--- config.mk ---
export PLATFORM = sky130hd
export DESIGN_NAME = ddc_decoder
export DESIGN_NICKNAME = d
export VERILOG_FILES = /design/src/inc/ddc_pkg.sv /design/src/rtl/ddc_burst.sv /design/src/rtl/ddc_decoder.sv
export SDC_FILE = /design/constraint.sdc
export NUM_CORES = 1
export LEC_CHECK = 0
export ABC_AREA = 1
export CORE_UTILIZATION = 50
export DETAILED_ROUTE_END_ITERATION = 10
export DONT_BUFFER_PORTS = 1
export HOLD_SLACK_MARGIN = 0.08
export SLEW_MARGIN = 0
export SYNTH_ARGS = -nofsm -noshare
export SYNTH_HDL_FRONTEND = slang
export SYNTH_SLANG_ARGS = --single-unit
--- constraint.sdc ---
create_clock -name CLK_SYS -period 2 [get_ports CLK_SYS]
set_input_delay 0.3 -clock CLK_SYS [delete_from_list [all_inputs] [get_ports CLK_SYS]]
set_output_delay 0.3 -clock CLK_SYS [all_outputs]
set_load 0.03 [all_outputs]
--- src/inc/ddc_pkg.sv ---
// Shared constants and types for the command decoder
package ddc_pkg;

    // ==================================================================
    // Decoded command codes
    typedef enum logic [4:0] {
        CMD_NONE  = 5'h00,
        CMD_MRS   = 5'h01,
        CMD_REF   = 5'h02,
        CMD_SRE   = 5'h03,
        CMD_SRX   = 5'h04,
        CMD_PRE   = 5'h05,
        CMD_PREA  = 5'h06,
        CMD_ACT   = 5'h07,
        CMD_WR    = 5'h08,
        CMD_WRA   = 5'h09,
        CMD_RD    = 5'h0A,
        CMD_RDA   = 5'h0B,
        CMD_NOP   = 5'h0C,
        CMD_PDE   = 5'h0D,
        CMD_PDX   = 5'h0E,
        CMD_ZQCL  = 5'h0F,
        CMD_ZQCS  = 5'h10
    } ddc_cmd_t;

    // ==================================================================
    // Power states
    typedef enum logic [1:0] {
        ST_ACTIVE = 2'b00,
        ST_PDOWN  = 2'b01,
        ST_SREF   = 2'b10
    } ddc_state_t;

    // ==================================================================
    // Command pin groups {RAS_n, CAS_n, WE_n} with ACT_n high
    localparam logic [2:0] RCW_MRS  = 3'h0;
    localparam logic [2:0] RCW_REF  = 3'h1;
    localparam logic [2:0] RCW_PRE  = 3'h2;
    localparam logic [2:0] RCW_RFU  = 3'h3;
    localparam logic [2:0] RCW_WR   = 3'h4;
    localparam logic [2:0] RCW_RD   = 3'h5;
    localparam logic [2:0] RCW_ZQ   = 3'h6;
    localparam logic [2:0] RCW_NOP  = 3'h7;

    // ==================================================================
    // Address field positions
    localparam int ADDR_W      = 14;
    localparam int COL_W       = 10;
    localparam int AP_BIT      = 10;
    localparam int BC_BIT      = 12;
    localparam int OP_W        = 18;
    localparam int MR_SEL_W    = 3;
    localparam int BG_MAX_W    = 2;
    localparam int BA_W        = 2;
    localparam int ROW_MAX_W   = 18;

    // ==================================================================
    // Burst mode select and burst occupancy in clocks
    localparam logic [1:0] BLM_FIXED_BL8 = 2'h0;
    localparam logic [1:0] BLM_OTF       = 2'h1;
    localparam logic [1:0] BLM_FIXED_BC4 = 2'h2;
    localparam logic [3:0] BURST_CYC_BL8 = 4'h4;
    localparam logic [3:0] BURST_CYC_BC4 = 4'h2;

    // Reset and default values
    localparam logic       CKE_PREV_RST  = 1'b0;
    localparam int         SREF_TICK_DEF = 1024;

endpackage

--- src/rtl/ddc_burst.sv ---
// Burst occupancy tracker: a started burst always runs to its end
`timescale 1ns/100ps

module ddc_burst (
    input  wire logic clk,
    input  wire logic arst_n,
    input  wire logic start,
    input  wire logic start_wr,
    input  wire logic start_chop,
    output logic      active_reg,
    output logic      write_reg,
    output logic      chop_reg
);

    // ==================================================================
    // Counter and one-deep pending slot
    logic [3:0] cnt_reg;
    logic       pend_reg;
    logic       pend_wr_reg;
    logic       pend_chop_reg;
    logic       last;
    logic       load;
    logic       load_wr;
    logic       load_chop;

    assign last      = active_reg && (cnt_reg == 4'h1);
    // A new burst never cuts the running one; it waits for the last beat
    assign load      = (start && (!active_reg || last)) || (last && pend_reg);
    assign load_wr   = (last && pend_reg) ? pend_wr_reg : start_wr;
    assign load_chop = (last && pend_reg) ? pend_chop_reg : start_chop;

    always_ff @(posedge clk or negedge arst_n) begin
        if (!arst_n) begin
            cnt_reg    <= 4'h0;
            active_reg <= 1'b0;
            write_reg  <= 1'b0;
            chop_reg   <= 1'b0;
        end else if (load) begin
            cnt_reg    <= load_chop ? ddc_pkg::BURST_CYC_BC4
                                    : ddc_pkg::BURST_CYC_BL8;
            active_reg <= 1'b1;
            write_reg  <= load_wr;
            chop_reg   <= load_chop;
        end else if (active_reg) begin
            cnt_reg    <= cnt_reg - 4'h1;
            active_reg <= !last;
        end
    end

    always_ff @(posedge clk or negedge arst_n) begin
        if (!arst_n) begin
            pend_reg      <= 1'b0;
            pend_wr_reg   <= 1'b0;
            pend_chop_reg <= 1'b0;
        // A start on the last beat queues behind a waiting burst
        end else if (start && active_reg &&
                     (!last || pend_reg)) begin
            pend_reg      <= 1'b1;
            pend_wr_reg   <= start_wr;
            pend_chop_reg <= start_chop;
        end else if (last) begin
            pend_reg      <= 1'b0;
        end
    end

endmodule

--- src/rtl/ddc_decoder.sv ---
// Command decoder with power state tracking and burst occupancy
// Notes on behaviour
// - Command comes from CS, ACT, three muxed pins, A10 and CKE at rising edge.
// - ACT high: muxed pins act as row strobe, column strobe, write enable.
// - ACT low with CS low: bank activate, muxed pins are row bits 16..14.
// - Mode set: CS and the muxed pins low, ACT high; BG0 and bank bits pick register, address opcode.
// - A17 is reserved during mode set; presence depends on density.
// - Row high, column low: write if write-enable low, else read; column A9..0.
// - A started read or write burst is never cut; burst length set by mode.
// - Valid inputs are driven; don't-care inputs are ignored by the device.
// - Termination input never affects decode; off during self refresh.
// - No internal refresh happens while in power-down.
// - Bank group and bank together select the target bank.
// - Upper bank group, bank, row and column bits depend on density; here only BG_W, ROW_W and HAS_A17 vary, bank and column widths are fixed.
// - Deselect accepts no command; running operations carry on.
`timescale 1ns/100ps

module ddc_decoder #(
    parameter int BG_W        = 2,
    parameter int ROW_W       = 18,
    parameter bit HAS_A17     = 1'b1,
    parameter int SREF_TICK   = ddc_pkg::SREF_TICK_DEF
) (
    input  wire logic                          CLK_SYS,
    input  wire logic                          ARST_N,
    input  wire logic                          CKE,
    input  wire logic                          CS_N,
    input  wire logic                          ACT_N,
    input  wire logic                          RAS_N_A16,
    input  wire logic                          CAS_N_A15,
    input  wire logic                          WE_N_A14,
    input  wire logic [BG_W-1:0]               BG,
    input  wire logic [ddc_pkg::BA_W-1:0]      BA,
    input  wire logic                          ADDR17,
    input  wire logic [ddc_pkg::ADDR_W-1:0]    ADDR,
    input  wire logic                          ODT,
    input  wire logic [1:0]                    BURST_MODE,
    output logic                               CMD_VALID,
    output ddc_pkg::ddc_cmd_t                  CMD_CODE,
    output logic                               CMD_ILLEGAL,
    output logic [BG_W-1:0]                    CMD_BG,
    output logic [ddc_pkg::BA_W-1:0]           CMD_BA,
    output logic [ROW_W-1:0]                   CMD_ROW,
    output logic [ddc_pkg::COL_W-1:0]          CMD_COL,
    output logic                               CMD_CHOP,
    output logic [ddc_pkg::MR_SEL_W-1:0]       MR_SEL,
    output logic [ddc_pkg::OP_W-1:0]           MR_OPCODE,
    output ddc_pkg::ddc_state_t                POWER_STATE,
    output logic                               ODT_EN,
    output logic                               SREF_REFRESH,
    output logic                               BURST_ACTIVE,
    output logic                               BURST_WRITE,
    output logic                               BURST_CHOP
);

    // ==================================================================
    // Elaboration checks
    if (BG_W < 1 || BG_W > ddc_pkg::BG_MAX_W) begin
        $error("BG_W must be 1 or 2");
    end
    if (ROW_W < ddc_pkg::ADDR_W + 1 || ROW_W > ddc_pkg::ROW_MAX_W) begin
        $error("ROW_W out of range");
    end
    if (SREF_TICK < 2) begin
        $error("SREF_TICK must be at least 2");
    end

    localparam int TICK_W = $clog2(SREF_TICK);

    // ==================================================================
    // Sampled pin groups
    logic                     cke_prev_reg;
    ddc_pkg::ddc_state_t      state_reg;
    ddc_pkg::ddc_state_t      state_next;
    logic [2:0]               rcw;
    logic                     selected;
    logic                     cke_hold;
    logic                     cke_fall;
    logic                     cke_rise;
    logic [ddc_pkg::ROW_MAX_W-1:0] row_full;
    logic                     a17_eff;

    assign rcw      = {RAS_N_A16, CAS_N_A15, WE_N_A14};
    assign selected = !CS_N;
    assign cke_hold = cke_prev_reg && CKE;
    assign cke_fall = cke_prev_reg && !CKE;
    assign cke_rise = !cke_prev_reg && CKE;
    // Muxed pins become row bits while ACT is low
    assign a17_eff  = HAS_A17 ? ADDR17 : 1'b0;
    assign row_full = {a17_eff, RAS_N_A16, CAS_N_A15, WE_N_A14, ADDR};

    always_ff @(posedge CLK_SYS or negedge ARST_N) begin
        if (!ARST_N) begin
            cke_prev_reg <= ddc_pkg::CKE_PREV_RST;
        end else begin
            cke_prev_reg <= CKE;
        end
    end

    // ==================================================================
    // Command decode
    ddc_pkg::ddc_cmd_t cmd_next;
    logic              illegal_next;
    logic              burst_start;
    logic              burst_wr;
    logic              chop_next;

    always_comb begin
        cmd_next     = ddc_pkg::CMD_NONE;
        illegal_next = 1'b0;
        state_next   = state_reg;
        case (state_reg)
            ddc_pkg::ST_ACTIVE: begin
                if (cke_hold && selected) begin
                    if (!ACT_N) begin
                        cmd_next = ddc_pkg::CMD_ACT;
                    end else begin
                        case (rcw)
                            ddc_pkg::RCW_MRS: cmd_next = ddc_pkg::CMD_MRS;
                            ddc_pkg::RCW_REF: cmd_next = ddc_pkg::CMD_REF;
                            ddc_pkg::RCW_PRE: begin
                                cmd_next = ADDR[ddc_pkg::AP_BIT]
                                         ? ddc_pkg::CMD_PREA
                                         : ddc_pkg::CMD_PRE;
                            end
                            ddc_pkg::RCW_WR: begin
                                cmd_next = ADDR[ddc_pkg::AP_BIT]
                                         ? ddc_pkg::CMD_WRA
                                         : ddc_pkg::CMD_WR;
                            end
                            ddc_pkg::RCW_RD: begin
                                cmd_next = ADDR[ddc_pkg::AP_BIT]
                                         ? ddc_pkg::CMD_RDA
                                         : ddc_pkg::CMD_RD;
                            end
                            ddc_pkg::RCW_ZQ: begin
                                cmd_next = ADDR[ddc_pkg::AP_BIT]
                                         ? ddc_pkg::CMD_ZQCL
                                         : ddc_pkg::CMD_ZQCS;
                            end
                            ddc_pkg::RCW_NOP: cmd_next = ddc_pkg::CMD_NOP;
                            // Reserved code is flagged, never acted on
                            default: illegal_next = 1'b1;
                        endcase
                    end
                end else if (cke_fall) begin
                    if (CS_N) begin
                        cmd_next   = ddc_pkg::CMD_PDE;
                        state_next = ddc_pkg::ST_PDOWN;
                    end else if (ACT_N && rcw == ddc_pkg::RCW_REF) begin
                        cmd_next   = ddc_pkg::CMD_SRE;
                        state_next = ddc_pkg::ST_SREF;
                    end else begin
                        illegal_next = 1'b1;
                    end
                end
            end
            ddc_pkg::ST_PDOWN: begin
                // Pins other than CKE are don't-care until the exit edge
                if (cke_rise && CS_N) begin
                    cmd_next   = ddc_pkg::CMD_PDX;
                    state_next = ddc_pkg::ST_ACTIVE;
                end else if (cke_rise) begin
                    illegal_next = 1'b1;
                end
            end
            ddc_pkg::ST_SREF: begin
                // Exit is caught on the clock, a choice the link allows
                if (cke_rise && (CS_N ||
                    (ACT_N && rcw == ddc_pkg::RCW_NOP))) begin
                    cmd_next   = ddc_pkg::CMD_SRX;
                    state_next = ddc_pkg::ST_ACTIVE;
                end else if (cke_rise) begin
                    illegal_next = 1'b1;
                end
            end
            default: begin
                state_next = ddc_pkg::ST_ACTIVE;
            end
        endcase
    end

    assign burst_wr    = (cmd_next == ddc_pkg::CMD_WR) ||
                         (cmd_next == ddc_pkg::CMD_WRA);
    assign burst_start = burst_wr || (cmd_next == ddc_pkg::CMD_RD) ||
                         (cmd_next == ddc_pkg::CMD_RDA);

    // Burst length comes from the mode setting, per command only on the fly
    always_comb begin
        case (BURST_MODE)
            ddc_pkg::BLM_FIXED_BL8: chop_next = 1'b0;
            ddc_pkg::BLM_OTF:       chop_next = !ADDR[ddc_pkg::BC_BIT];
            ddc_pkg::BLM_FIXED_BC4: chop_next = 1'b1;
            default:                chop_next = 1'b0;
        endcase
    end

    // ==================================================================
    // Power state and command strobe
    always_ff @(posedge CLK_SYS or negedge ARST_N) begin
        if (!ARST_N) begin
            state_reg   <= ddc_pkg::ST_ACTIVE;
            POWER_STATE <= ddc_pkg::ST_ACTIVE;
        end else begin
            state_reg   <= state_next;
            POWER_STATE <= state_next;
        end
    end

    always_ff @(posedge CLK_SYS or negedge ARST_N) begin
        if (!ARST_N) begin
            CMD_VALID   <= 1'b0;
            CMD_CODE    <= ddc_pkg::CMD_NONE;
            CMD_ILLEGAL <= 1'b0;
        end else begin
            CMD_VALID   <= (cmd_next != ddc_pkg::CMD_NONE);
            CMD_CODE    <= cmd_next;
            CMD_ILLEGAL <= illegal_next;
        end
    end

    // ==================================================================
    // Address capture, only fields valid for the command are loaded
    always_ff @(posedge CLK_SYS or negedge ARST_N) begin
        if (!ARST_N) begin
            CMD_BG   <= '0;
            CMD_BA   <= '0;
            CMD_ROW  <= '0;
            CMD_COL  <= '0;
            CMD_CHOP <= 1'b0;
        end else begin
            case (cmd_next)
                ddc_pkg::CMD_ACT: begin
                    CMD_BG  <= BG;
                    CMD_BA  <= BA;
                    CMD_ROW <= row_full[ROW_W-1:0];
                end
                ddc_pkg::CMD_WR, ddc_pkg::CMD_WRA,
                ddc_pkg::CMD_RD, ddc_pkg::CMD_RDA: begin
                    CMD_BG   <= BG;
                    CMD_BA   <= BA;
                    CMD_COL  <= ADDR[ddc_pkg::COL_W-1:0];
                    CMD_CHOP <= chop_next;
                end
                ddc_pkg::CMD_PRE: begin
                    CMD_BG <= BG;
                    CMD_BA <= BA;
                end
                default: begin
                    // Don't-care pins never reach the outputs
                    CMD_CHOP <= CMD_CHOP;
                end
            endcase
        end
    end

    // ==================================================================
    // Mode register target and opcode
    always_ff @(posedge CLK_SYS or negedge ARST_N) begin
        if (!ARST_N) begin
            MR_SEL    <= '0;
            MR_OPCODE <= '0;
        end else if (cmd_next == ddc_pkg::CMD_MRS) begin
            MR_SEL    <= {BG[0], BA};
            // A17 passes through as reserved; muxed bits read low here
            MR_OPCODE <= {a17_eff, 3'h0, ADDR};
        end
    end

    // ==================================================================
    // Termination gate: looked at only here, never by the decode
    always_ff @(posedge CLK_SYS or negedge ARST_N) begin
        if (!ARST_N) begin
            ODT_EN <= 1'b0;
        end else begin
            ODT_EN <= ODT && (state_next != ddc_pkg::ST_SREF);
        end
    end

    // ==================================================================
    // Internal refresh ticks, only while in self refresh
    logic [TICK_W-1:0] tick_reg;

    always_ff @(posedge CLK_SYS or negedge ARST_N) begin
        if (!ARST_N) begin
            tick_reg     <= '0;
            SREF_REFRESH <= 1'b0;
        end else if (state_next == ddc_pkg::ST_SREF) begin
            SREF_REFRESH <= (tick_reg == TICK_W'(SREF_TICK - 1));
            tick_reg     <= (tick_reg == TICK_W'(SREF_TICK - 1))
                          ? '0 : tick_reg + 1'b1;
        end else begin
            // Power-down and active both clear the internal timer
            tick_reg     <= '0;
            SREF_REFRESH <= 1'b0;
        end
    end

    // ==================================================================
    // Burst occupancy
    ddc_burst u_burst (
        .clk        (CLK_SYS),
        .arst_n     (ARST_N),
        .start      (burst_start),
        .start_wr   (burst_wr),
        .start_chop (chop_next),
        .active_reg (BURST_ACTIVE),
        .write_reg  (BURST_WRITE),
        .chop_reg   (BURST_CHOP)
    );

endmodule

=== Word level (Yosys, flattened, before mapping) ===
Index checks and enable logic that the tools add are counted.

* Register bits after elaboration: 83
* Logic and storage cells: 123

* Add/subtract/negate cells: 2
* Equal/unequal tests: 21
* Muxes and demuxes: 43
* Reductions and logical operators: 35

{| class="wikitable"
|+ Operators with widths
! kind !! count
|-
| 5-bit case mux with 7 select lines || 1
|-
| 5-bit by 4-bit equality test with 1-bit output (second input constant) || 4
|-
| 10-bit 2-to-1 mux || 2
|-
| 4-bit 2-to-1 mux || 5
|-
| 1-bit 2-to-1 mux || 18
|-
| 2-bit 2-to-1 mux || 8
|-
| 5-bit 2-to-1 mux || 3
|-
| 5-bit case mux with 3 select lines || 1
|-
| 1-bit logical AND || 14
|-
| 3-bit equality test (second input constant) || 4
|-
| 10-bit by 1-bit adder with 10-bit output (second input constant) || 1
|-
| 10-bit equality test (second input constant) || 1
|-
| 5-bit by 3-bit equality test with 1-bit output (second input constant) || 2
|-
| 1-bit logical OR || 7
|-
| 7-bit OR reduction || 1
|-
| 2-bit equality test (second input constant) || 3
|-
| 1-bit logical NOT || 6
|-
| 3-bit 2-to-1 mux || 2
|-
| 2-bit case mux with 3 select lines || 1
|-
| 6-bit OR reduction || 1
|-
| 5-bit by 1-bit equality test with 1-bit output (second input constant) || 1
|-
| 5-bit nonzero test || 1
|-
| 2-bit by 1-bit equality test with 1-bit output (second input constant) || 2
|-
| 4-bit by 1-bit equality test with 1-bit output (second input constant) || 1
|-
| 10 further kinds || 11
|}

=== Longest topological paths before layout ===
Gate-level depths: netlist (run 1).

* Depth in word-level cells: 14
* Mapped depth: 13
* Depth with buffers taken out: 13

=== Modules after synthesis ===
From an unflattened synthesis (run 1), not the netlist that was laid out.

* Cells, all modules: 464
* Area total of the unflattened synthesis: 4091.4 µm²

{| class="wikitable"
|+ Modules (own cells, without submodules)
! module !! instances !! cells an instance !! area each (µm²) !! sequential area each (µm²)
|-
| ddc_decoder || 1 || 401 || 3503.4 || 1826.8
|-
| ddc_burst || 1 || 63 || 588.1 || 250.2
|}

=== Worst setup path before layout (run 1) ===
OpenSTA, ideal clock, no wires.

* Kind: reg2reg
* From: reg state_reg[0]
* To: reg CMD_ROW[10]
* Library setup time: 0.121 ns
* Arrival time: 1.675 ns
* Data required time: 1.879 ns
* Path slack: 0.204 ns
* Stages on the path, launching flop included: 11
* Buffers on the path: 1
* Period minus slack after synthesis: 1.796 ns
* Path through: dfrtp_1 > inv_1 > nor2_1 > nand3_1 > nand2_1 > nor2_4 > nor2_2 > nand3_4 > buf_6 > nand2_1 > o21ai_2

* Cells in the longest elaborated chain, start to end: 3
* Elaborated cells on any way between the ends: 5
* Classes of those cells: 3 x eq/ne; 1 x mux; 1 x reduce/logical

{| class="wikitable"
|+ Ends and longest elaborated chain
! what !! line !! source
|-
| start: declaration || ddc_decoder.sv:73 || <nowiki>ddc_pkg::ddc_state_t state_reg;</nowiki>
|-
| start signal: assignment || ddc_decoder.sv:202 || <nowiki>state_reg <= ddc_pkg::ST_ACTIVE;</nowiki>
|-
| start signal: assignment || ddc_decoder.sv:205 || <nowiki>state_reg <= state_next;</nowiki>
|-
| 2-bit equality test, or another cell as far along || ddc_decoder.sv:112 || <nowiki>case (state_reg)</nowiki>
|-
| 5-bit case mux with 3 select lines * || ddc_decoder.sv:112 ||
|-
| 5-bit by 3-bit equality test with 1-bit output * || ddc_decoder.sv:232 || <nowiki>case (cmd_next)</nowiki>
|-
| end signal: assignment || ddc_decoder.sv:236 || <nowiki>CMD_ROW <= row_full[ROW_W-1:0];</nowiki>
|-
| end: declaration || ddc_decoder.sv:43 || <nowiki>output logic [ROW_W-1:0] CMD_ROW,</nowiki>
|}

Mark *: on every way between the ends. The rest lies on a longest branch, timed or not.
A chain may end at the register's enable or synchronous reset.

=== Final worst setup path (run 1) ===
* From: reg state_reg[0]
* To: reg u_burst.cnt_reg[2]

* Cells in the longest elaborated chain, start to end: 9
* Elaborated cells on any way between the ends: 15
* Classes of those cells: 6 x eq/ne; 2 x mux; 7 x reduce/logical

{| class="wikitable"
|+ Ends and longest elaborated chain
! what !! line !! source
|-
| 2-bit equality test, or another cell as far along || ddc_decoder.sv:112 ||
|-
| 5-bit case mux with 3 select lines * || ddc_decoder.sv:112 ||
|-
| named net cmd_next[3] || ddc_decoder.sv:102 || <nowiki>ddc_pkg::ddc_cmd_t cmd_next;</nowiki>
|-
| 5-bit by 4-bit equality test with 1-bit output, on equally long branches || ddc_decoder.sv:183, ddc_decoder.sv:184 ||
|-
| 1-bit logical OR || ddc_decoder.sv:183 || <nowiki>assign burst_wr = (cmd_next == ddc_pkg::CMD_WR) ||</nowiki>
|-
| 1-bit logical OR || ddc_decoder.sv:185 || <nowiki>assign burst_start = burst_wr || (cmd_next == ddc_pkg::CMD_RD) ||</nowiki>
|-
| 1-bit logical OR * || ddc_decoder.sv:185 ||
|-
| 1-bit logical AND * || ddc_burst.sv:28 || <nowiki>assign load = (start && (!active_reg || last)) || (last && pend_reg);</nowiki>
|-
| 1-bit logical OR * || ddc_burst.sv:28 ||
|-
| 4-bit 2-to-1 mux / 2-bit nonzero test (equally long branches) || - ||
|-
| end signal: assignment || ddc_burst.sv:39 || <nowiki>cnt_reg <= load_chop ? ddc_pkg::BURST_CYC_BC4</nowiki>
|-
| end signal: assignment || ddc_burst.sv:45 || <nowiki>cnt_reg <= cnt_reg - 4'h1;</nowiki>
|-
| end: declaration || ddc_burst.sv:17 || <nowiki>logic [3:0] cnt_reg;</nowiki>
|}

The timed path passes the listed nets; every way through them passes the cells marked *.

==> results of run 1 <==
[area by class of cell]
type | count | area [µm²]
inverters | 46 | 173
flip-flops and latches | 83 | 2080
clock inverters | 5 | 35.0
clock buffers | 11 | 151
repair buffers | 14 | 145
multi-input cells | 270 | 1390
well taps | 99 | 124
fillers | 692 | 3120
[worst max-delay path, cell delays in order (launching register included)]
cell     delay, ns
dfrtp_1       0.41
inv_1         0.09
nor2_1        0.17
nand3_1       0.21
nand2_2       0.22
nand3_2       0.19
nand2_2       0.17
nand2_1       0.11
o21ai_0       0.09
nand2_1       0.07
[stage by stage]
step / cell area (µm²) / util (%) / total power, mW
after floorplan: 3740 / - / 4.17
after global placement: 3840 / 53.2 / 4.43
after detailed placement: 3840 / 53.2 / 4.46
after CTS: 4080 / 56.6 / 5.60
after global routing: 4090 / 56.7 / 5.89
final: 4090 / 56.7 / 5.56
[what timing repair did]
action | in CTS | in global routing
endpoints found under the hold margin | 89 | 83
resized for setup | 0 | 3
setup endpoints to repair | 0 | 2
[synthesized netlist by cell type]
master	count	share of area, %
a21oi_1	6	0.80
a22oi_1	1	0.20
a31oi_1	1	0.17
a32oi_1	1	0.23
buf_2	1	0.13
buf_4	3	0.60
buf_6	7	2.1
clkbuf_1	1	0.10
conb_1	1	0.10
dfrtp_1	83	56
ha_1	5	1.7
inv_1	43	4.3
inv_2	3	0.30
nand2_1	109	11
nand2_2	8	1.3
nand2_4	1	0.30
nand3_1	26	3.5
nand3_2	1	0.27
nand3_4	1	0.47
nand3b_1	2	0.40
nand4_1	3	0.50
nor2_1	28	2.8
nor2_2	3	0.50
nor2_4	3	0.91
nor3_1	4	0.54
nor3b_1	4	0.80
o21ai_0	17	2.3
o21ai_1	21	2.8
o21ai_2	16	3.8
xnor2_1	2	0.47
xor2_1	4	0.94
[power by group through the flow]
stage	registers, mW	clock network [mW]	logic (mW)
3_3_place_gp	3.43	0	1.00
3_5_place_dp	3.43	0	1.03
6_report	3.39	1.12	1.05
2_1_floorplan	3.31	0	0.853
4_1_cts	3.40	1.15	1.05
5_1_grt	3.46	1.22	1.21
[path summary, 6_finish.rpt]
check,startpoint,endpoint,slack (ns),cells after the start
hold reg to reg,tick_reg[0],tick_reg[0],0.47,1
setup / recovery,state_reg[0],u_burst.cnt_reg[2],0.15,9
setup reg to reg,state_reg[0],u_burst.cnt_reg[2],0.15,9
hold / removal,ARST_N,CMD_ROW[6],-0.37,0
min in group CLK_SYS,BA[1],MR_SEL[1],0.10,2
max in group asynchronous,ARST_N,state_reg[1],2.23,0
[cells in the final DEF (no fill, tap or decap), drive strengths merged]
| cell | instances |
|---|---|
| clkinv | 3 |
| nand3b | 2 |
| a21oi | 6 |
| a22oi | 1 |
| dlygate4sd3 | 6 |
| nor3b | 4 |
| conb | 3 |
| xor2 | 4 |
| nand3 | 28 |
| o21ai | 54 |
| nor2 | 34 |
| buf | 8 |
| xnor2 | 2 |
| a32oi | 1 |
| clkbuf | 11 |
| nor3 | 4 |
| clkinvlp | 1 |
| inv | 47 |
| a31oi | 1 |
| ha | 5 |
| dfrtp | 83 |
| nand4 | 3 |
| nand2 | 118 |
[routing by layer]
layer	vias up	GRT usage [%]
li1	1337	-
met1	1225	25.6
met2	81	32.0
met3	12	6.06
met4	0	9.38
met5	-	0
[cell families (layout without fill, tap and decap cells)]
logic type,count (synthesis),count (layout)
flip-flops,83,83
buffers and inverters,58,76
other,1,3
XOR/XNOR,6,6
AND/OR/NAND/NOR,193,193
AO/OA/AOI/OAI,63,63
adder cells (fa/ha/maj),5,5
==> flow_metrics.env, run 1 <==
export IMPL_status="finished with violations"
export IMPL_violations="hold timing"
export IMPL_largest_reg_flops=18
export IMPL_ios=98
export IMPL_combPwrFrac_pct=18.8
export IMPL_clkTransAtPathRegs_ns=0.09
export IMPL_grt_pass1_vias=2494
export IMPL_start_util_pct=51.7
export IMPL_p_leak_nw=2.10
export IMPL_arrival_ns=2.09
export IMPL_die_area_um2=7810
export IMPL_row_count=31
export IMPL_clock_latency_ns=0.35
export IMPL_max_freq_mhz=542
export IMPL_synth_compound_area_share_pct=10.3
export IMPL_timing_final_ws_setup_ns=0.155
export IMPL_grt_use_total_pct=20.2
export IMPL_drt_met1_wl_um=3440
export IMPL_syn_area_um2=3730
export IMPL_post_place_cells=506
export IMPL_netlist_instances=409
export IMPL_postCtsHoldBufs=6
export IMPL_worst_hold_slack_ns=-0.368
export IMPL_drc=0
export IMPL_finalCritPeriodShare_pct=92.3
export IMPL_n_antenna_cell=0
export IMPL_ys_seq_elements=83
export IMPL_hold_viol_final=83
export IMPL_cts_sink_count=83
export IMPL_cp_end_kind="flip-flop"
export IMPL_place_ws_ns=0.104
export IMPL_synth_adder_area_share_pct=1.68
export IMPL_irDropWorstVdd_v=0.000539
export IMPL_final_nets=459
export IMPL_gp_congestion=0.896
export IMPL_grt_overflow_total=0
export IMPL_numCtsBuffers=9
export IMPL_synth_distinct_cells=31
export IMPL_max_cap_violations=0
export IMPL_rsz0062_at_grt="false"
export IMPL_routed_wl_um=7520
export IMPL_switching_power_mw=2.44
export IMPL_clk_path_buf_depth=2
export IMPL_synth_top_family_by_area="simple AND/OR/NAND/NOR gates"
export IMPL_dr_pass1_iters=4
export IMPL_power_density_nw_per_um2=1360
export IMPL_wl_per_cell_um=14.2
export IMPL_wl_met2_um=3380
export IMPL_via_per_inst=5.03
export IMPL_critPathKind="reg2reg"
export IMPL_final_max_slew_violation_count=0
export IMPL_yosys_area_share_xor_xnor_pct=1.41
export IMPL_reg_top3="CMD_ROW x18, MR_OPCODE x15"
export IMPL_required_ns=2.25
export IMPL_power_frac_seq_pct=61.0
export IMPL_avgSynthCellArea_um2=9.12
export IMPL_clockRootBuffer="clkbuf_8"
export IMPL_yosys_area_share_simple_pct=23.3
export IMPL_maxUsedRoutingLayer="met4"
export IMPL_layout_cells_non_filler=528
export IMPL_cts_tree="done"
export IMPL_yosysSeqAreaShare_pct=55.7
export IMPL_fin_skew_ns=0.0161
export IMPL_htreeDepth=3
export IMPL_vias=2655
export IMPL_port_buffer_count=0
export IMPL_ant_nets=0
export IMPL_setup_total_negative_slack_ns=0
export IMPL_swShare_pct=43.8
export IMPL_core_area_um2=7210
export IMPL_cts_setup_buffers=0
export IMPL_layout_drive_gt1_share_pct=14.7
export IMPL_grt_first_pass_wirelength_um=11900
export IMPL_pwr_share_clk_pct=20.2
export IMPL_drt_iter0_markers=93
export IMPL_synth_mux_area_share_pct=0
export IMPL_min_delay_path_class="in2async"
export IMPL_die_width_um=88.4
export IMPL_top_register="CMD_ROW"
export IMPL_finalSetupViolCount=0
export IMPL_dieHeight_um=88.4
export IMPL_post_dp_hpwl_um=5330
export IMPL_antenna_found_initial=0
export IMPL_cp_start_kind="flip-flop"
export IMPL_cp_max_fo=6
export IMPL_yosys_warnings=0
export IMPL_p_int_mw=3.12
export IMPL_synthToLayoutAreaGrowth_pct=9.73
export IMPL_grt_max_degree=84
export IMPL_fin_crit_ns=1.85
export IMPL_wl_met3_um=564
No activity file was read; power rests on OpenSTA's default activity.
==> run 2: changes to the inputs <==
Settings changed: SETUP_SLACK_MARGIN set to 0.2.
==> run 2 against run 1 <==
The run still ends with hold timing left. Clock power barely moved. Power up 3.1%. Non-clock buffer count is 8 higher. Routed wire length up 6.1%. Critical endpoint is now MR_OPCODE[5]. Largest power group unchanged.
==> flow_metrics.env, run 2 (synthesized netlist as in run 1, its figures left out) <==
export IMPL_layout_cells_non_filler=536
export IMPL_drc=0
export IMPL_antenna_found_initial=0
export IMPL_clk_path_buf_depth=2
export IMPL_max_freq_mhz=564
export IMPL_die_area_um2=7810
export IMPL_vias=2735
export IMPL_reg_top3="CMD_ROW x18, MR_OPCODE x15"
export IMPL_hold_viol_final=83
export IMPL_status="finished with violations"
export IMPL_htreeDepth=3
export IMPL_core_area_um2=7210
export IMPL_clock_latency_ns=0.35
export IMPL_post_dp_hpwl_um=5330
export IMPL_required_ns=2.24
export IMPL_top_register="CMD_ROW"
export IMPL_post_place_cells=506
export IMPL_grt_overflow_total=0
export IMPL_clockRootBuffer="clkbuf_8"
export IMPL_dr_pass1_iters=4
export IMPL_finalCritPeriodShare_pct=88.7
export IMPL_n_fill_cell=669
export IMPL_dieHeight_um=88.4
export IMPL_critPathKind="reg2reg"
export IMPL_postCtsHoldBufs=6
export IMPL_port_buffer_count=0
export IMPL_row_count=31
export IMPL_grt_max_degree=84
export IMPL_cts_tree="done"
export IMPL_grt_use_total_pct=20.3
export IMPL_layout_commonest_cell="nand2_1"
export IMPL_cp_max_fo=8
export IMPL_setup_total_negative_slack_ns=0
export IMPL_via_per_inst=5.10
export IMPL_ant_nets=0
export IMPL_timing_final_ws_setup_ns=0.226
export IMPL_grt_pass1_vias=2504
export IMPL_die_width_um=88.4
export IMPL_worst_hold_slack_ns=-0.371
export IMPL_cp_start_kind="flip-flop"
export IMPL_clkTransAtPathRegs_ns=0.09
export IMPL_ios=98
export IMPL_cp_end_kind="flip-flop"
export IMPL_power_density_nw_per_um2=1330
export IMPL_grt_first_pass_wirelength_um=11900
export IMPL_gp_congestion=0.896
export IMPL_arrival_ns=2.02
export IMPL_final_max_slew_violation_count=0
export IMPL_drt_iter0_markers=116
export IMPL_fin_crit_ns=1.77
export IMPL_irDropWorstVdd_v=0.000548
export IMPL_finalSetupViolCount=0
export IMPL_start_util_pct=51.7
export IMPL_violations="hold timing"
export IMPL_n_antenna_cell=0
export IMPL_min_delay_path_class="in2async"
export IMPL_final_nets=467
export IMPL_rsz0062_at_grt="true"
export IMPL_synthToLayoutAreaGrowth_pct=15.7
export IMPL_place_ws_ns=0.104
export IMPL_wl_per_cell_um=14.9
export IMPL_numCtsBuffers=9
export IMPL_finalPower_mw=5.73
export IMPL_routed_wl_um=7970
export IMPL_largest_reg_flops=18
export IMPL_fin_skew_ns=0.0132
export IMPL_max_cap_violations=0
export IMPL_p_leak_nw=2.18
export IMPL_layout_common_cells="nand2_1 (94), dfrtp_1 (81), inv_1 (43), nand3_1 (24), nor2_1 (23)"
export IMPL_layout_drive_gt1_share_pct=21.5
export IMPL_cts_sink_count=83
-- run 2: cell count changes in the layout (fill, tap and decap cells not counted), moves of 2 or more --
cell and delta:
nand2_1 -14, nand2_2 +7, nand2_4 +7, buf_4 +4
nor2_1 -4, nor2_4 +3, buf_6 +2, clkbuf_16 +2
dfrtp_1 -2, dfrtp_2 +2, nand3_1 -2
-- run 2: worst max-delay path, stage by stage, from the launching register on --
cell,delay [ns]
dfrtp_1,0.46
inv_1,0.13
nor2_1,0.08
nand3_1,0.10
nand2_1,0.09
nor2_4,0.17
inv_2,0.07
nor2_4,0.15
nand2_4,0.12
clkbuf_16,0.19
nand2_2,0.06
o21ai_2,0.05
-- run 2: where the power goes --
group	switching (mW)	internal [mW]
sequential	1.27	2.16
clock	0.598	0.521
combinational	0.646	0.533
total	2.52	3.22
-- run 2: path summary, 6_finish.rpt --
path                              start      endpoint  slack (ns)  depth (start not counted)
max in group asynchronous        ARST_N  cke_prev_reg        2.24                          0
min                              ARST_N    CMD_COL[3]       -0.37                          0
max                        state_reg[1]  MR_OPCODE[5]        0.23                         11
max reg2reg                state_reg[1]  MR_OPCODE[5]        0.23                         11
min reg2reg                 tick_reg[0]   tick_reg[0]        0.47                          1
min in group CLK_SYS              BA[1]     MR_SEL[1]        0.10                          2
-- run 2: per-layer routing --
layer | routed length, µm | vias to the layer above | GRT usage (%) | part of all wire, %
met5 | 0 | - | 0 | 0
li1 | - | 1351 | - | -
met1 | 3520 | 1287 | 25.4 | 44
met4 | 141 | 0 | 9.38 | 1.8
met3 | 582 | 11 | 5.88 | 7.3
met2 | 3730 | 86 | 32.4 | 47
-- run 2: cell type report --
class                   count  area (µm²)  share of cell area (%)
multi-input cells         270        1510                    34.9
repair buffers             22         248                    5.74
clock inverters             5        35.0                   0.812
clock buffers              11         151                    3.51
well taps                  99         124                    2.87
inverters                  46         173                    4.00
flip-flops and latches     83        2080                    48.2
-- run 2: per-stage QoR --
stage	utilization (%)	cell area [µm²]
4_1_cts	56.9	4110
3_3_place_gp	53.2	3840
2_1_floorplan	-	3740
5_1_grt	59.8	4320
3_5_place_dp	53.2	3840
6_report	59.8	4320
-- run 2: timing repair --
item,4_1_cts,5_1_grt
gates cloned,0,3
gates resized for setup,4,35
setup endpoints to repair,16,60
buffers inserted,1,4
endpoints found under the hold margin,89,83
pin swaps,1,7
==> run 3: changes to the inputs <==
Settings changed: CORE_ASPECT_RATIO set to 0.5.
==> run 3 against run 2 <==
The run still ends with hold timing left. Highest routed layer unchanged. Register-to-register slack improved by 0.04 ns. Routed wire length increased by 0.58%. Critical endpoint is now MR_OPCODE[17]. Combinational power increased by 4%. Final area increased by 3.4%. Global-route usage increased by 1.1 points. Worst hold slack improved by 0.016 ns. Non-clock buffer count decreased by 4. Via count increased by 0.80%. Count of clock-buffer cells in the layout decreased by 1.
==> flow_metrics.env, run 3 (synthesized netlist as in run 1, its figures left out) <==
export IMPL_port_buffer_count=0
export IMPL_hold_viol_final=83
export IMPL_critPathKind="reg2reg"
export IMPL_cts_tree="done"
export IMPL_post_place_cells=497
export IMPL_timing_final_ws_setup_ns=0.261
export IMPL_setup_total_negative_slack_ns=0
export IMPL_finalCritPeriodShare_pct=87.0
export IMPL_dr_pass1_iters=4
export IMPL_arrival_ns=1.97
export IMPL_finalSetupViolCount=0
export IMPL_cp_end_kind="flip-flop"
export IMPL_worst_hold_slack_ns=-0.354
export IMPL_ant_nets=0
export IMPL_clk_path_buf_depth=2
export IMPL_grt_max_degree=84
export IMPL_synthToLayoutAreaGrowth_pct=19.6
export IMPL_violations="hold timing"
export IMPL_top_register="CMD_ROW"
export IMPL_swShare_pct=40.9
export IMPL_clkTransAtPathRegs_ns=0.06
export IMPL_max_freq_mhz=575
export IMPL_wl_per_cell_um=15.2
export IMPL_final_nets=466
export IMPL_max_cap_violations=0
export IMPL_combPwrFrac_pct=18.9
export IMPL_pwr_share_clk_pct=28.5
export IMPL_vias=2757
export IMPL_core_area_um2=6940
export IMPL_layout_cells_non_filler=528
export IMPL_p_leak_nw=2.22
export IMPL_layout_commonest_cell="nand2_1"
export IMPL_postCtsHoldBufs=6
export IMPL_n_antenna_cell=0
export IMPL_htreeDepth=3
export IMPL_switching_power_mw=2.66
export IMPL_cp_start_kind="flip-flop"
export IMPL_layout_drive_gt1_share_pct=21.1
export IMPL_multi_input_area_um2=1570
export IMPL_clockRootBuffer="clkbuf_16"
export IMPL_n_fill_cell=546
export IMPL_fin_skew_ns=0.00497
export IMPL_fin_crit_ns=1.74
export IMPL_ios=98
export IMPL_antenna_found_initial=0
export IMPL_cp_max_fo=8
export IMPL_required_ns=2.23
export IMPL_irDropWorstVdd_v=0.000654
export IMPL_fin_area_um2=4460
export IMPL_dieHeight_um=63.1
export IMPL_die_width_um=124
export IMPL_numCtsBuffers=9
export IMPL_drc=0
export IMPL_rsz0062_at_grt="true"
export IMPL_routed_wl_um=8020
export IMPL_via_per_inst=5.22
export IMPL_row_count=21
export IMPL_dpl_instance_area_um2=3800
export IMPL_cts_sink_count=83
export IMPL_status="finished with violations"
export IMPL_power_density_nw_per_um2=1460
export IMPL_grt_first_pass_wirelength_um=12600
export IMPL_grt_pass1_vias=2612
export IMPL_start_util_pct=53.8
export IMPL_clock_latency_ns=0.34
export IMPL_die_area_um2=7830
export IMPL_gp_congestion=0.844
export IMPL_final_max_slew_violation_count=0
export IMPL_largest_reg_flops=18
export IMPL_grt_overflow_total=0
export IMPL_power_frac_seq_pct=52.6
export IMPL_layout_common_cells="nand2_1 (97), dfrtp_1 (82), inv_1 (42), nand3_1 (23), nor2_1 (23)"
export IMPL_post_dp_hpwl_um=5140
export IMPL_seqCellArea_um2=2080
export IMPL_grt_use_total_pct=21.4
export IMPL_p_int_mw=3.84
export IMPL_place_ws_ns=0.0660
export IMPL_min_delay_path_class="in2async"
export IMPL_drt_iter0_markers=126
export IMPL_reg_top3="CMD_ROW x18, MR_OPCODE x15"
run 3: worst max-delay path: stages, from the launching register on:
cell,delay [ns]
dfrtp_2,0.42
nand2_2,0.09
nor2_4,0.13
nand2_2,0.08
nor2_2,0.10
nor2_2,0.05
nor2_4,0.17
inv_2,0.08
nor2_4,0.11
buf_12,0.16
nand2_8,0.11
nand2_2,0.08
o21ai_2,0.05
run 3: through the flow:
step / utilization (%) / power, mW / hold WS [ns]
6_report: 64.3 / 6.49 / -0.354
5_1_grt: 64.3 / 6.84 / -0.366
4_1_cts: 61.9 / 6.40 / -0.364
3_5_place_dp: 54.8 / 4.45 / 0.00599
3_3_place_gp: 54.8 / 4.39 / 0.00662
2_1_floorplan: - / 4.17 / 0.00441
run 3: path summary, 6_finish.rpt:
kind / from / end / slack, ns / cells past startpoint
max: cke_prev_reg / MR_OPCODE[17] / 0.26 / 12
min: ARST_N / CMD_ROW[17] / -0.35 / 0
max reg2reg: cke_prev_reg / MR_OPCODE[17] / 0.26 / 12
min reg2reg: tick_reg[0] / tick_reg[0] / 0.46 / 1
max in group asynchronous: ARST_N / cke_prev_reg / 2.22 / 0
min in group CLK_SYS: BA[1] / MR_SEL[1] / 0.10 / 2
run 3: repair_timing:
item	CTS	global route
pin swaps	3	10
resized for setup	7	35
setup endpoints to repair	33	63
hold endpoints to repair	89	83
gates cloned	1	2
setup buffers	5	1
run 3: area by class of cell:
cell class | instances | area share [%]
clock buffer | 10 | 5.36
tap | 92 | 2.58
multi-input combinational | 273 | 35.2
clock inverter | 6 | 2.13
timing repair buffer | 18 | 4.29
sequential | 83 | 46.6
inverter | 46 | 3.87
run 3: power groups by stage:
stage | Combinational, mW | Clock [mW] | Sequential, mW
floorplan | 0.853 | 0 | 3.31
global placement | 0.981 | 0 | 3.41
detailed placement | 1.03 | 0 | 3.41
CTS | 1.13 | 1.88 | 3.39
global route | 1.40 | 1.94 | 3.49
finish | 1.23 | 1.85 | 3.42
run 3: routing by layer:
layer	up-vias	share of wire [%]	track usage, %
met5	-	0	0
met4	0	1.5	8.93
met3	11	8.3	7.34
met2	98	46	32.9
met1	1291	44	27.4
li1	1357	-	-
